**config.mk**
```make
export PLATFORM = sky130hd
export DESIGN_NAME = gpo_seq_top
export DESIGN_NICKNAME = d
export VERILOG_FILES = /design/src/gpo_seq_pkg.sv /design/src/gpo_delay_chan.sv /design/src/gpo_seq_top.sv
export VERILOG_INCLUDE_DIRS = /design/src /design/src/src
export SDC_FILE = /design/constraint.sdc
export NUM_CORES = 1
export LEC_CHECK = 0
export ABC_AREA = 1
export BUFFER_PORTS_ARGS = -buffer_cell sky130_fd_sc_hd__buf_2
export CAP_MARGIN = 20
export CORE_MARGIN = 2
export CORE_UTILIZATION = 48
export DETAILED_ROUTE_END_ITERATION = 8
export GPL_ROUTABILITY_DRIVEN = 0
export HOLD_SLACK_MARGIN = 0.02
export PLACE_DENSITY_LB_ADDON = 0.25
export SYNTH_ARGS = -nofsm -noshare
export SYNTH_HDL_FRONTEND = slang
export SYNTH_SLANG_ARGS = --single-unit
```
**constraint.sdc**
```tcl
create_clock -name aclk -period 2.96 [get_ports aclk]
set_input_delay 0.592 -clock aclk [delete_from_list [all_inputs] [get_ports aclk]]
set_output_delay 0.592 -clock aclk [all_outputs]
set_load 0.03 [all_outputs]
```
**src/gpo_seq_defs.svh**
```systemverilog
`ifndef GPO_SEQ_DEFS_SVH
`define GPO_SEQ_DEFS_SVH

// register indices; byte address is four times the index
`define IDX_OUT0_DELAY 8'h0c
`define IDX_OUT1_DELAY 8'h0d
`define IDX_OUT2_DELAY 8'h0e
`define IDX_CTRL_FIRST 8'h0f
`define IDX_CTRL_SECOND 8'h10
`define IDX_CONFIG 8'h11

// documented reset values of the OTP image
`define RST_DELAY 8'h00
`define RST_CTRL_FIRST 8'haa
`define RST_CTRL_SECOND 8'h0a
`define RST_CONFIG 8'h3c

// field positions
`define F_FALL_HI 7
`define F_FALL_LO 4
`define F_RISE_HI 3
`define F_RISE_LO 0
`define F_A_LEVEL 0
`define F_A_GATE_LO 1
`define F_A_DRAIN 3
`define F_B_LEVEL 4
`define F_B_GATE_LO 5
`define F_B_DRAIN 7
`define F_C_LEVEL 0
`define F_C_GATE_LO 1
`define F_C_DRAIN 3
`define F_B_SEL 4
`define F_C_SEL 5
`define F_RISE_SCALE 7
`define F_FALL_SCALE 6

// timing: one delay step is 500 us, clock runs at 20 MHz
`define STEP_US 500
`define CLK_MHZ 20
`define STEP_CYCLES (`STEP_US * `CLK_MHZ)

`endif

```
**src/gpo_seq_pkg.sv**
```systemverilog
package gpo_seq_pkg;

  typedef struct packed {
    logic [3:0] fall;
    logic [3:0] rise;
  } delay_reg_t;

  typedef enum logic [1:0] {
    GATE_NONE,
    GATE_EN1,
    GATE_EN2,
    GATE_EN3
  } gating_t;

  typedef struct packed {
    logic drain;
    gating_t gating;
    logic level;
  } out_cfg_t;

endpackage

```
**src/gpo_delay_chan.sv**
```systemverilog
`timescale 1ns/100ps
`include "gpo_seq_defs.svh"

// one output channel: delays each edge of its control signal
module gpo_delay_chan
(
  input wire logic aclk,
  input wire logic aresetn,
  input wire logic tick,
  input wire logic ctrl,
  input wire gpo_seq_pkg::delay_reg_t dly,
  input wire logic rise_scale,
  input wire logic fall_scale,
  output logic out_r
);

  typedef enum logic [1:0] {IDLE, WAIT_RISE, WAIT_FALL} chan_state_t;

  chan_state_t state_r;
  logic ctrl_q_r;
  logic [4:0] cnt_r;
  logic [4:0] target;

  // 1 ms steps are simply two 0.5 ms ticks
  always_comb
  begin
    if (ctrl)
      target = rise_scale ? {dly.rise, 1'b0} : {1'b0, dly.rise};
    else
      target = fall_scale ? {dly.fall, 1'b0} : {1'b0, dly.fall};
  end

  always_ff @(posedge aclk)
  begin
    if (!aresetn)
      ctrl_q_r <= 1'b0;
    else
      ctrl_q_r <= ctrl;
  end

  always_ff @(posedge aclk)
  begin
    if (!aresetn)
    begin
      state_r <= IDLE;
      cnt_r <= 5'h00;
      out_r <= 1'b0;
    end
    else if (ctrl != ctrl_q_r)
    begin
      // any new edge restarts timing and drops a pending one
      cnt_r <= 5'h00;
      if (target == 5'h00)
      begin
        out_r <= ctrl;
        state_r <= IDLE;
      end
      else
        state_r <= ctrl ? WAIT_RISE : WAIT_FALL;
    end
    else
    begin
      unique case (state_r)
        IDLE: ;
        WAIT_RISE, WAIT_FALL:
        begin
          if (tick)
          begin
            if (cnt_r + 5'h01 >= target)
            begin
              out_r <= (state_r == WAIT_RISE);
              state_r <= IDLE;
            end
            cnt_r <= cnt_r + 5'h01;
          end
        end
        default: state_r <= IDLE;
      endcase
    end
  end

endmodule

```
**src/gpo_seq_top.sv**
```systemverilog
`timescale 1ns/100ps
`include "gpo_seq_defs.svh"

// What this block does
// output a falls after its fall delay: code times 0.5 ms, 0 to 7.5 ms.
// output a rises after its rise delay in the low nibble, same steps.
// with rise scale set, every rise step doubles to 1 ms, up to 15 ms.
// output b has its own fall and rise delays, same coding and scale.
// output c has its own fall and rise delays, same coding and scale.
// drain bit 3 makes output a open-drain, bit 7 does so for output b.
// b gating at bits 6-5: level alone, or level AND enable one/two/three.
// a gating at bits 2-1: level alone, or level AND enable one/two/three.
// when pin set to output b, bit 4 gives its level.
// bit 0 gives output a level, subject to its gating.
// gating code 2 asserts output a only while enable two and level high.
// all reset values load from the OTP image, not constants.
// output c gating at bits 2-1 chooses the same four sources.
// config bit 7 selects rise range 7.5 ms or 15 ms.
// config bit 6 selects fall range 7.5 ms or 15 ms.
// a control change during a pending delay restarts the timing.
// delays count a 0.5 ms reference tick.
module gpo_seq_top
(
  input wire logic aclk,
  input wire logic aresetn,
  input wire logic [7:0] otp_out0_delay,
  input wire logic [7:0] otp_out1_delay,
  input wire logic [7:0] otp_out2_delay,
  input wire logic [7:0] otp_ctrl_first,
  input wire logic [7:0] otp_ctrl_second,
  input wire logic [7:0] otp_config,
  input wire logic enable_pin_one,
  input wire logic enable_pin_two,
  input wire logic enable_pin_three,
  input wire logic [31:0] s_axi_awaddr,
  input wire logic s_axi_awvalid,
  output logic s_axi_awready,
  input wire logic [31:0] s_axi_wdata,
  input wire logic [3:0] s_axi_wstrb,
  input wire logic s_axi_wvalid,
  output logic s_axi_wready,
  output logic [1:0] s_axi_bresp,
  output logic s_axi_bvalid,
  input wire logic s_axi_bready,
  input wire logic [31:0] s_axi_araddr,
  input wire logic s_axi_arvalid,
  output logic s_axi_arready,
  output logic [31:0] s_axi_rdata,
  output logic [1:0] s_axi_rresp,
  output logic s_axi_rvalid,
  input wire logic s_axi_rready,
  output logic general_out_a_o,
  output logic general_out_a_oe_n,
  output logic general_out_b_o,
  output logic general_out_b_oe_n,
  output logic power_good_sel,
  output logic general_out_c_o,
  output logic general_out_c_oe_n,
  output logic general_out_c_sel
);

  localparam logic [1:0] RESP_OKAY = 2'h0;
  localparam logic [1:0] RESP_SLVERR = 2'h2;
  localparam int STEP_CYC = `STEP_CYCLES;

  gpo_seq_pkg::delay_reg_t dly_r [3];
  logic [7:0] ctrl1_r;
  logic [7:0] ctrl2_r;
  logic [7:0] cfg_r;
  logic load_done_r;
  logic [2:0] en_s1_r;
  logic [2:0] en_s2_r;
  logic [13:0] div_r;
  logic tick_r;
  logic [2:0] ctrl_r;
  logic [2:0] seq_out;
  logic aw_held_r;
  logic w_held_r;
  logic [7:0] aw_idx_r;
  logic [31:0] wdata_r;
  logic [3:0] wstrb_r;
  logic [7:0] ar_idx;
  gpo_seq_pkg::out_cfg_t cfg_a;
  gpo_seq_pkg::out_cfg_t cfg_b;
  gpo_seq_pkg::out_cfg_t cfg_c;
  logic wr_fire;
  logic aw_hit;

  assign cfg_a = gpo_seq_pkg::out_cfg_t'(ctrl1_r[`F_A_DRAIN:`F_A_LEVEL]);
  assign cfg_b = gpo_seq_pkg::out_cfg_t'(ctrl1_r[`F_B_DRAIN:`F_B_LEVEL]);
  assign cfg_c = gpo_seq_pkg::out_cfg_t'(ctrl2_r[`F_C_DRAIN:`F_C_LEVEL]);

  // enable pins come from outside the clock domain
  always_ff @(posedge aclk)
  begin
    if (!aresetn)
    begin
      en_s1_r <= 3'h0;
      en_s2_r <= 3'h0;
    end
    else
    begin
      en_s1_r <= {enable_pin_three, enable_pin_two, enable_pin_one};
      en_s2_r <= en_s1_r;
    end
  end

  // 0.5 ms reference tick shared by all channels
  always_ff @(posedge aclk)
  begin
    if (!aresetn)
    begin
      div_r <= 14'h0000;
      tick_r <= 1'b0;
    end
    else if (div_r == 14'(STEP_CYC - 1))
    begin
      div_r <= 14'h0000;
      tick_r <= 1'b1;
    end
    else
    begin
      div_r <= div_r + 14'h0001;
      tick_r <= 1'b0;
    end
  end

  function automatic logic gated(gpo_seq_pkg::out_cfg_t c, logic [2:0] en);
    unique case (c.gating)
      gpo_seq_pkg::GATE_NONE: gated = c.level;
      gpo_seq_pkg::GATE_EN1: gated = c.level & en[0];
      gpo_seq_pkg::GATE_EN2: gated = c.level & en[1];
      gpo_seq_pkg::GATE_EN3: gated = c.level & en[2];
    endcase
  endfunction

  // control signal of each channel, registered to keep it glitch free
  always_ff @(posedge aclk)
  begin
    if (!aresetn || !load_done_r)
      ctrl_r <= 3'h0;
    else
    begin
      ctrl_r[0] <= gated(cfg_a, en_s2_r);
      ctrl_r[1] <= gated(cfg_b, en_s2_r);
      ctrl_r[2] <= gated(cfg_c, en_s2_r);
    end
  end

  genvar gi;
  generate
    for (gi = 0; gi < 3; gi++)
    begin : g_chan
      gpo_delay_chan u_chan
      (
        .aclk(aclk),
        .aresetn(aresetn),
        .tick(tick_r),
        .ctrl(ctrl_r[gi]),
        .dly(dly_r[gi]),
        .rise_scale(cfg_r[`F_RISE_SCALE]),
        .fall_scale(cfg_r[`F_FALL_SCALE]),
        .out_r(seq_out[gi])
      );
    end
  endgenerate

  // open-drain: never drive high, release instead
  always_ff @(posedge aclk)
  begin
    if (!aresetn)
    begin
      general_out_a_o <= 1'b0;
      general_out_a_oe_n <= 1'b1;
      general_out_b_o <= 1'b0;
      general_out_b_oe_n <= 1'b1;
      general_out_c_o <= 1'b0;
      general_out_c_oe_n <= 1'b1;
      power_good_sel <= 1'b1;
      general_out_c_sel <= 1'b0;
    end
    else
    begin
      general_out_a_o <= seq_out[0];
      general_out_a_oe_n <= cfg_a.drain & seq_out[0];
      general_out_b_o <= seq_out[1];
      general_out_b_oe_n <= cfg_b.drain & seq_out[1];
      general_out_c_o <= seq_out[2];
      general_out_c_oe_n <= cfg_c.drain & seq_out[2];
      power_good_sel <= ~ctrl2_r[`F_B_SEL];
      general_out_c_sel <= ctrl2_r[`F_C_SEL];
    end
  end

  // write path: address and data may arrive in either order
  assign wr_fire = aw_held_r && w_held_r && !s_axi_bvalid;
  assign aw_hit = aw_idx_r >= `IDX_OUT0_DELAY && aw_idx_r <= `IDX_CONFIG;

  always_ff @(posedge aclk)
  begin
    if (!aresetn)
    begin
      aw_held_r <= 1'b0;
      aw_idx_r <= 8'h00;
    end
    else if (s_axi_awvalid && s_axi_awready)
    begin
      aw_held_r <= 1'b1;
      aw_idx_r <= s_axi_awaddr[9:2];
    end
    else if (wr_fire)
      aw_held_r <= 1'b0;
  end

  always_ff @(posedge aclk)
  begin
    if (!aresetn)
    begin
      w_held_r <= 1'b0;
      wdata_r <= 32'h0000_0000;
      wstrb_r <= 4'h0;
    end
    else if (s_axi_wvalid && s_axi_wready)
    begin
      w_held_r <= 1'b1;
      wdata_r <= s_axi_wdata;
      wstrb_r <= s_axi_wstrb;
    end
    else if (wr_fire)
      w_held_r <= 1'b0;
  end

  always_ff @(posedge aclk)
  begin
    if (!aresetn)
    begin
      s_axi_awready <= 1'b0;
      s_axi_wready <= 1'b0;
    end
    else
    begin
      s_axi_awready <= !aw_held_r && !(s_axi_awvalid && s_axi_awready)
        && !s_axi_bvalid;
      s_axi_wready <= !w_held_r && !(s_axi_wvalid && s_axi_wready)
        && !s_axi_bvalid;
    end
  end

  always_ff @(posedge aclk)
  begin
    if (!aresetn)
    begin
      s_axi_bvalid <= 1'b0;
      s_axi_bresp <= RESP_OKAY;
    end
    else if (wr_fire)
    begin
      s_axi_bvalid <= 1'b1;
      s_axi_bresp <= aw_hit ? RESP_OKAY : RESP_SLVERR;
    end
    else if (s_axi_bready)
      s_axi_bvalid <= 1'b0;
  end

  // registers start from the OTP image one cycle after reset release
  always_ff @(posedge aclk)
  begin
    if (!aresetn)
    begin
      load_done_r <= 1'b0;
      for (int i = 0; i < 3; i++)
        dly_r[i] <= `RST_DELAY;
      ctrl1_r <= `RST_CTRL_FIRST;
      ctrl2_r <= `RST_CTRL_SECOND;
      cfg_r <= `RST_CONFIG;
    end
    else if (!load_done_r)
    begin
      load_done_r <= 1'b1;
      dly_r[0] <= otp_out0_delay;
      dly_r[1] <= otp_out1_delay;
      dly_r[2] <= otp_out2_delay;
      ctrl1_r <= otp_ctrl_first;
      ctrl2_r <= otp_ctrl_second;
      cfg_r <= otp_config;
    end
    else if (wr_fire && wstrb_r[0])
    begin
      unique case (aw_idx_r)
        `IDX_OUT0_DELAY: dly_r[0] <= wdata_r[7:0];
        `IDX_OUT1_DELAY: dly_r[1] <= wdata_r[7:0];
        `IDX_OUT2_DELAY: dly_r[2] <= wdata_r[7:0];
        `IDX_CTRL_FIRST: ctrl1_r <= wdata_r[7:0];
        `IDX_CTRL_SECOND: ctrl2_r <= wdata_r[7:0];
        `IDX_CONFIG: cfg_r <= wdata_r[7:0];
        default: ;
      endcase
    end
  end

  // read path: one cycle from address taken to data
  assign ar_idx = s_axi_araddr[9:2];

  always_ff @(posedge aclk)
  begin
    if (!aresetn)
      s_axi_arready <= 1'b0;
    else
      s_axi_arready <= !s_axi_rvalid && !(s_axi_arvalid && s_axi_arready);
  end

  always_ff @(posedge aclk)
  begin
    if (!aresetn)
    begin
      s_axi_rvalid <= 1'b0;
      s_axi_rdata <= 32'h0000_0000;
      s_axi_rresp <= RESP_OKAY;
    end
    else if (s_axi_arvalid && s_axi_arready)
    begin
      s_axi_rvalid <= 1'b1;
      s_axi_rresp <= RESP_OKAY;
      unique case (ar_idx)
        `IDX_OUT0_DELAY: s_axi_rdata <= {24'h0, dly_r[0]};
        `IDX_OUT1_DELAY: s_axi_rdata <= {24'h0, dly_r[1]};
        `IDX_OUT2_DELAY: s_axi_rdata <= {24'h0, dly_r[2]};
        `IDX_CTRL_FIRST: s_axi_rdata <= {24'h0, ctrl1_r};
        `IDX_CTRL_SECOND: s_axi_rdata <= {24'h0, ctrl2_r};
        `IDX_CONFIG: s_axi_rdata <= {24'h0, cfg_r};
        default:
        begin
          s_axi_rdata <= 32'h0000_0000;
          s_axi_rresp <= RESP_SLVERR;
        end
      endcase
    end
    else if (s_axi_rready)
      s_axi_rvalid <= 1'b0;
  end

  property p_tick_period;
    @(posedge aclk) disable iff (!aresetn)
      tick_r |=> !tick_r [*8];
  endproperty
  a_tick_period: assert property (p_tick_period)
    else $error("tick repeats too soon");

  property p_gate_two;
    @(posedge aclk) disable iff (!aresetn)
      load_done_r && cfg_a.gating == gpo_seq_pkg::GATE_EN2 && !en_s2_r[1]
      |=> !ctrl_r[0];
  endproperty
  a_gate_two: assert property (p_gate_two)
    else $error("output a control high without enable two");

  property p_level_alone;
    @(posedge aclk) disable iff (!aresetn)
      load_done_r && cfg_b.gating == gpo_seq_pkg::GATE_NONE
      |=> ctrl_r[1] == $past(cfg_b.level);
  endproperty
  a_level_alone: assert property (p_level_alone)
    else $error("output b control not following level");

  property p_drain_release;
    @(posedge aclk) disable iff (!aresetn)
      cfg_a.drain && seq_out[0] |=> general_out_a_oe_n;
  endproperty
  a_drain_release: assert property (p_drain_release)
    else $error("open-drain output a driven high");

  property p_push_pull;
    @(posedge aclk) disable iff (!aresetn)
      !cfg_b.drain |=> !general_out_b_oe_n;
  endproperty
  a_push_pull: assert property (p_push_pull)
    else $error("push-pull output b released");

  property p_zero_delay;
    @(posedge aclk) disable iff (!aresetn)
      $rose(ctrl_r[2]) && dly_r[2].rise == 4'h0 |=> seq_out[2];
  endproperty
  a_zero_delay: assert property (p_zero_delay)
    else $error("zero rise delay not immediate on output c");

  // the tick runs free, so a delayed rise can come early but only on a tick
  property p_rise_hold;
    @(posedge aclk) disable iff (!aresetn)
      $rose(seq_out[0]) && $past(dly_r[0].rise) != 4'h0
      |-> $past(tick_r);
  endproperty
  a_rise_hold: assert property (p_rise_hold)
    else $error("output a rose off a reference tick");

  property p_otp_load;
    @(posedge aclk) disable iff (!aresetn)
      !load_done_r |=> ctrl1_r == $past(otp_ctrl_first);
  endproperty
  a_otp_load: assert property (p_otp_load)
    else $error("control not loaded from otp");

  property p_bresp;
    @(posedge aclk) disable iff (!aresetn)
      wr_fire |=> s_axi_bvalid;
  endproperty
  a_bresp: assert property (p_bresp)
    else $error("write not answered");

  c_rise: cover property (@(posedge aclk) $rose(seq_out[0]));
  c_fall: cover property (@(posedge aclk) $fell(seq_out[1]));
  c_write: cover property (@(posedge aclk) wr_fire && aw_hit);
  c_read: cover property (@(posedge aclk) s_axi_rvalid && s_axi_rready);

endmodule

```
==> results.txt, run 1 <==
Setup crit start: cfg_r[6]
CTS tree: built
Worst-path clk slew: 0.06 ns
period utilization: 72.5%
drt wl/cell: 14.2 microns
die area: 0.0164 sq mm
worst slew pin tran: 0.933 ns
Post-Synth Adder-Cell Area: 4.23%
final hold violations: 0
WP buf/inv: 1
Resized Gates After CTS: 0
RSZ-0062 raised after global routing: false
CP delay by family, top: simple AND/OR/NAND/NOR gates
peak supply drop: 0.422 mV
WS Path Type: reg -> reg
worst path arrival time: 2.46 ns
top cell type's share of synthesized area: 31.9%
number of buffers added on ports: 105
final wirelength: 18,500 microns
vias in the first global route: 6,079
Setup WS pre-CTS: 0.874 ns
mux cell area share after synthesis: 0%
initial antenna violation count: 0
DRT iter0 DRCs: 540
number of distinct library cells after synthesis: 46
syn avg cell area: 7.35 sq um
CP startpoint kind: flop
GRT Total Usage: 23.6%
clk sink count: 142
Worst Hold Class: in -> reg
TritonCTS Buffers: 17
Post-synth EDFFs: 24
Post-Route Utilization: 56.5%
ranking of synthesized cells by area: dfxtp_1, nand2_1, edfxtp_1, nand3_1, nor2_1
Detail Route Antenna Nets: 0
Max-Cap Viols: 0
WP data required: 3.28 ns
fraction of layout cells with a size suffix above 1: 17.2%
DR DRC count: 0
vias: 6,668
Power Density: 572 mW/mm^2
Post-Synthesis Cells: 1,006
ys async rst share: 0%
total grt overflow: 0
Initial Util: 48.8%
post-synthesis sequential area ratio: 41.7%
CTS H-tree lvls: 4
largest area contributor in the netlist: dfxtp_1
first-pass GRT wire length: 30,000 microns
Synth top cells by count: nand2_1, dfxtp_1, nor2_1
DR vias/cell: 5.11
Core Area: 0.0151 sq mm
crit path cell chain: inv_2 > nand2_1 > nand3_1 > nand2_1 > ha_1 > nand2_1 > nor2_1 > nand2_1 > nand3_1 > nand2_1 > nand2_1 > a21oi_1 > nor2_1
status: completed
Rows: 45
most frequent cell on the critical path: nand2_1
compound-cell area share of the yosys netlist: 11.0%
synthesis-stage register bit count: 142
clk_lat worst skew: 0.42 ns
worst rel slew slack: 37.8%
Longest Clk Path Bufs: 2
Clock Skews: 0.00630 ns
largest fanout on the critical path: 14
detailed placer's ending HPWL: 14,300 microns
largest family of logic cells by synthesized area: simple AND/OR/NAND/NOR gates
fin crit period: 2.15 ns
Worst Slack Setup Final: 0.814 ns
Reg2Reg Launch Point: cfg_r[6]
P_leak: 4.07 nW
pin count of the biggest net entering global routing: 44
HP Start: enable_pin_three
Crit. End Element: flop
Final setup viols: 0
num ports: 207
number of synthesis warnings: 0
DIE HEIGHT: 128 microns
clock root buffer: clkbuf_16
simple-gate share of the synthesized area: 31.6%
diode count: 0
Synth Area in XOR/XNOR: 1.89%
Horiz. Die Dim: 128 microns
Slew Limit Fails: 0
most common cell in the synthesized netlist: nand2_1
maximum clock rate: 466 MHz
area grow syn2layout: 15.6%
setup bufs post-CTS: 0
synthesized cell area: 0.00740 sq mm
top_reg_cell synth: dfxtp_1
cts hold-fix bufs: 0
drt pass-1 iters: 5
Worst path max stage delay: 0.66 ns
Nets: 1,287
Slowest-stage cell, CP: dfxtp_1
setup TNS: 0 ns
-- sequential cells by signal, summed over array words and instances, names as in the netlist, 3 cells and up --
register and count:
dly_r 24, g_chan.u_chan.out_r 3, aw_idx_r 8, s_axi_rdata 8, div_r 14, g_chan.u_chan.state_r 6
ctrl2_r 8, en_s1_r 3, g_chan.u_chan.ctrl_q_r 3, g_chan.u_chan.cnt_r 15, en_s2_r 3, wdata_r 8
cfg_r 8, ctrl1_r 8, ctrl_r 3
-- final timing paths --
kind / end / slack, ns / cells past startpoint
min: en_s1_r[2] / 0.35 / 3
min reg2reg: en_s2_r[1] / 0.41 / 2
max reg2reg: g_chan[2].u_chan.out_r / 0.81 / 13
max: g_chan[2].u_chan.out_r / 0.81 / 13
-- layout by cell type (no fill, tap or decap), types with 15 or more instances in the layout --
cell type / count
inv_1: 82
nand2_2: 15
ha_1: 25
clkbuf_16: 17
edfxtp_1: 24
o21ai_0: 48
conb_1: 26
nor2_1: 111
nand3_1: 106
buf_2: 105
dfxtp_1: 118
nand2_1: 252
a21oi_1: 69
-- report_power, final --
group          leakage (nW)  internal [W]  switching (W)
clock network         0.295       0.00141       0.000841
registers              1.22       0.00206      0.0000792
logic                  2.55      0.000161       0.000340
total                  4.07       0.00363        0.00126
-- layer usage --
layer	global-route usage [%]	share of wire, %	wire length [microns]
met1	29.6	45	8360
met2	38.9	46	8520
met3	5.84	5.8	1080
met4	9.76	3.1	577
met5	0	0	0
-- cell families (layout without fill, tap and decap cells) --
family,after synthesis,count (layout)
compound gates,147,147
other cells,1,26
flops,142,142
fa+ha+maj,25,25
buf+inv,148,234
xor+xnor,16,16
simple gates,527,527
-- metrics by stage --
stage,hold WS (ns),instance area [sq um],instances,total power (W)
3_3_place_gp,0.394,7930,1273,0.00267
3_5_place_dp,0.400,7930,1273,0.00268
6_report,0.355,8550,1305,0.00489
5_1_grt,0.343,8550,1305,0.00508
2_1_floorplan,0.371,7490,1031,0.00254
4_1_cts,0.341,8550,1305,0.00492
-- tightest hold or removal path, stage by stage --
cell     delay, ns
buf_2         0.07
nand2_1       0.04
inv_1         0.04
-- area by class of cell --
type	count	area, sq um
Clock buffer	17	425
Clock inverter	15	191
Fill cell	1461	6600
Inverter	91	344
Multi-Input combinational cell	741	3700
Sequential cell	142	3080
Tap cell	188	235
Timing Repair Buffer	111	571
No activity file was read; power rests on OpenSTA's default activity.
==> run 2: changes to the inputs <==
clock period = 2.05 ns   (was 2.96 ns; I/O delays follow)
==> run 2 against run 1 <==
- routed wire length grew 2.9%
- total power grew 40%
- cell count grew 1.0%
- highest routed layer unchanged
==> results.txt, run 2 (synthesis gave the netlist of run 1 again) <==
FF-to-FF End: g_chan[2].u_chan.out_r
final hold violations: 0
drt pass-1 iters: 5
Worst Hold Class: in -> reg
top flop regs: dly_r (24), g_chan.u_chan.cnt_r (15), div_r (14)
max reg flops: 24
pin count of the biggest net entering global routing: 44
WS Path Type: reg -> reg
clk sink count: 142
Longest Clk Path Bufs: 2
Hold Path End: en_s1_r[2]
initial antenna violation count: 0
WP data required: 2.37 ns
final wirelength: 19,100 microns
Horiz. Die Dim: 128 microns
CTS tree: built
area grow syn2layout: 18.7%
Reg2Reg Launch Point: g_chan[2].u_chan.cnt_r[1]
worst slew pin tran: 0.498 ns
clk_lat worst skew: 0.43 ns
vias in the first global route: 6,220
cts hold-fix bufs: 0
Initial Util: 48.8%
first-pass GRT wire length: 30,200 microns
fin crit period: 1.93 ns
maximum clock rate: 517 MHz
Slew Limit Fails: 0
worst rel slew slack: 66.6%
Nets: 1,300
R2R setup slack: 0.12 ns
internal power: 0.00507 W
status: completed
number of buffers added on ports: 105
P_leak: 4.14 nW
largest reg by FF count: dly_r
Power Density: 780 mW/mm^2
peak supply drop: 0.698 mV
TritonCTS Buffers: 17
Clock power frac: 43.9%
Worst-path clk slew: 0.06 ns
Max-Cap Viols: 0
worst path arrival time: 2.26 ns
die area: 0.0164 sq mm
largest fanout on the critical path: 3
DRT iter0 DRCs: 459
Core Area: 0.0151 sq mm
Pwr Total: 0.00685 W
clock root buffer: clkbuf_16
DIE HEIGHT: 128 microns
GRT Total Usage: 23.7%
Crit. End Element: flop
Final setup viols: 0
Flop pwr share: 45.2%
commonest non-fill, non-tap cells in the layout: nand2_1, nor2_1, dfxtp_1, buf_2, nand3_1
HP Start: enable_pin_three
period utilization: 94.4%
CP startpoint kind: flop
Rows: 45
Setup WS pre-CTS: 0.0694 ns
FF-to-FF path depth: 14
CTS H-tree lvls: 4
vias: 6,761
diode count: 0
detailed placer's ending HPWL: 14,400 microns
Clock Skews: 0.00744 ns
Gate power share: 10.8%
drt wl/cell: 14.5 microns
commonest non-fill, non-tap cell in the layout: nand2_1
Worst Slack Setup Final: 0.116 ns
Detail Route Antenna Nets: 0
num ports: 207
Sw Pwr: 0.00178 W
DR vias/cell: 5.13
fraction of layout cells with a size suffix above 1: 20.4%
hold depth: 3
DR DRC count: 0
total grt overflow: 0
Switching Share: 25.9%
## run 2: cell count changes in the layout (fill, tap and decap cells not counted), moves of 3 or more
cell	before	now
xor2_1	10	7
clkinv_4	0	3
dfxtp_1	118	109
ha_1	25	19
nand3_2	3	8
clkbuf_1	0	3
ha_4	0	5
inv_6	3	0
buf_4	6	18
xor2_2	0	3
dfxtp_4	0	4
dfxtp_2	0	5
nand3_1	106	101
## run 2: area by class of cell
class	instances	area, sq um
Timing Repair Buffer	124	681
Tap cell	188	235
Clock buffer	22	464
Multi-Input combinational cell	741	3830
Inverter	91	349
Sequential cell	142	3100
Clock inverter	10	116
Fill cell	1411	6370
## run 2: how the worst max path moves through the flow
stage,to,depth (start not counted),start
final,g_chan[2].u_chan.out_r,14,g_chan[2].u_chan.cnt_r[1]
after global routing,g_chan[2].u_chan.state_r[0],14,g_chan[2].u_chan.cnt_r[1]
after CTS,g_chan[0].u_chan.state_r[0],14,cfg_r[7]
after detailed placement,g_chan[0].u_chan.state_r[0],14,cfg_r[7]
after global placement,g_chan[2].u_chan.out_r,14,g_chan[2].u_chan.cnt_r[0]
after floorplan,dly_r[0][16],3,s_axi_bvalid
## run 2: power groups by stage
stage	Combinational, W	Clock, W	Sequential [W]
after detailed placement	0.000725	0	0.00316
after global placement	0.000717	0	0.00316
after CTS	0.000731	0.00305	0.00310
after floorplan	0.000509	0	0.00316
after global routing	0.000830	0.00316	0.00311
final	0.000741	0.00301	0.00310
## run 2: what timing repair did
action	4_1_cts	5_1_grt
buffers inserted	0	2
setup endpoints to repair	0	9
gates resized for setup	0	35
## run 2: worst max-delay path, stage by stage (launching register included)
cell,delay [ns]
dfxtp_4,0.36
ha_4,0.14
nand3_2,0.11
xor2_2,0.21
inv_1,0.10
ha_4,0.28
nand2_1,0.05
nor2_1,0.10
nand2_1,0.07
nand3_1,0.10
nand2_1,0.07
nand2_1,0.08
nand3_1,0.07
nand2_1,0.06
nor2_1,0.04
## run 2: per-layer routing
metal	wire length (microns)	track usage (%)	part of all wire (%)
met5	0	0	0
met3	1150	5.97	6.0
met4	527	8.99	2.8
met1	8470	29.9	44
met2	8930	39.3	47
## run 2: through the flow
step	cell area [sq um]	hold slack [ns]	util [%]	std cells	TNS, ns
5_1_grt	8780	0.164	58.0	1318	-0.127
3_3_place_gp	8040	0.394	53.1	1284	0
6_report	8780	0.165	58.0	1318	0
4_1_cts	8620	0.162	56.9	1316	0
3_5_place_dp	8040	0.403	53.1	1284	0
2_1_floorplan	7500	0.371	-	1031	0
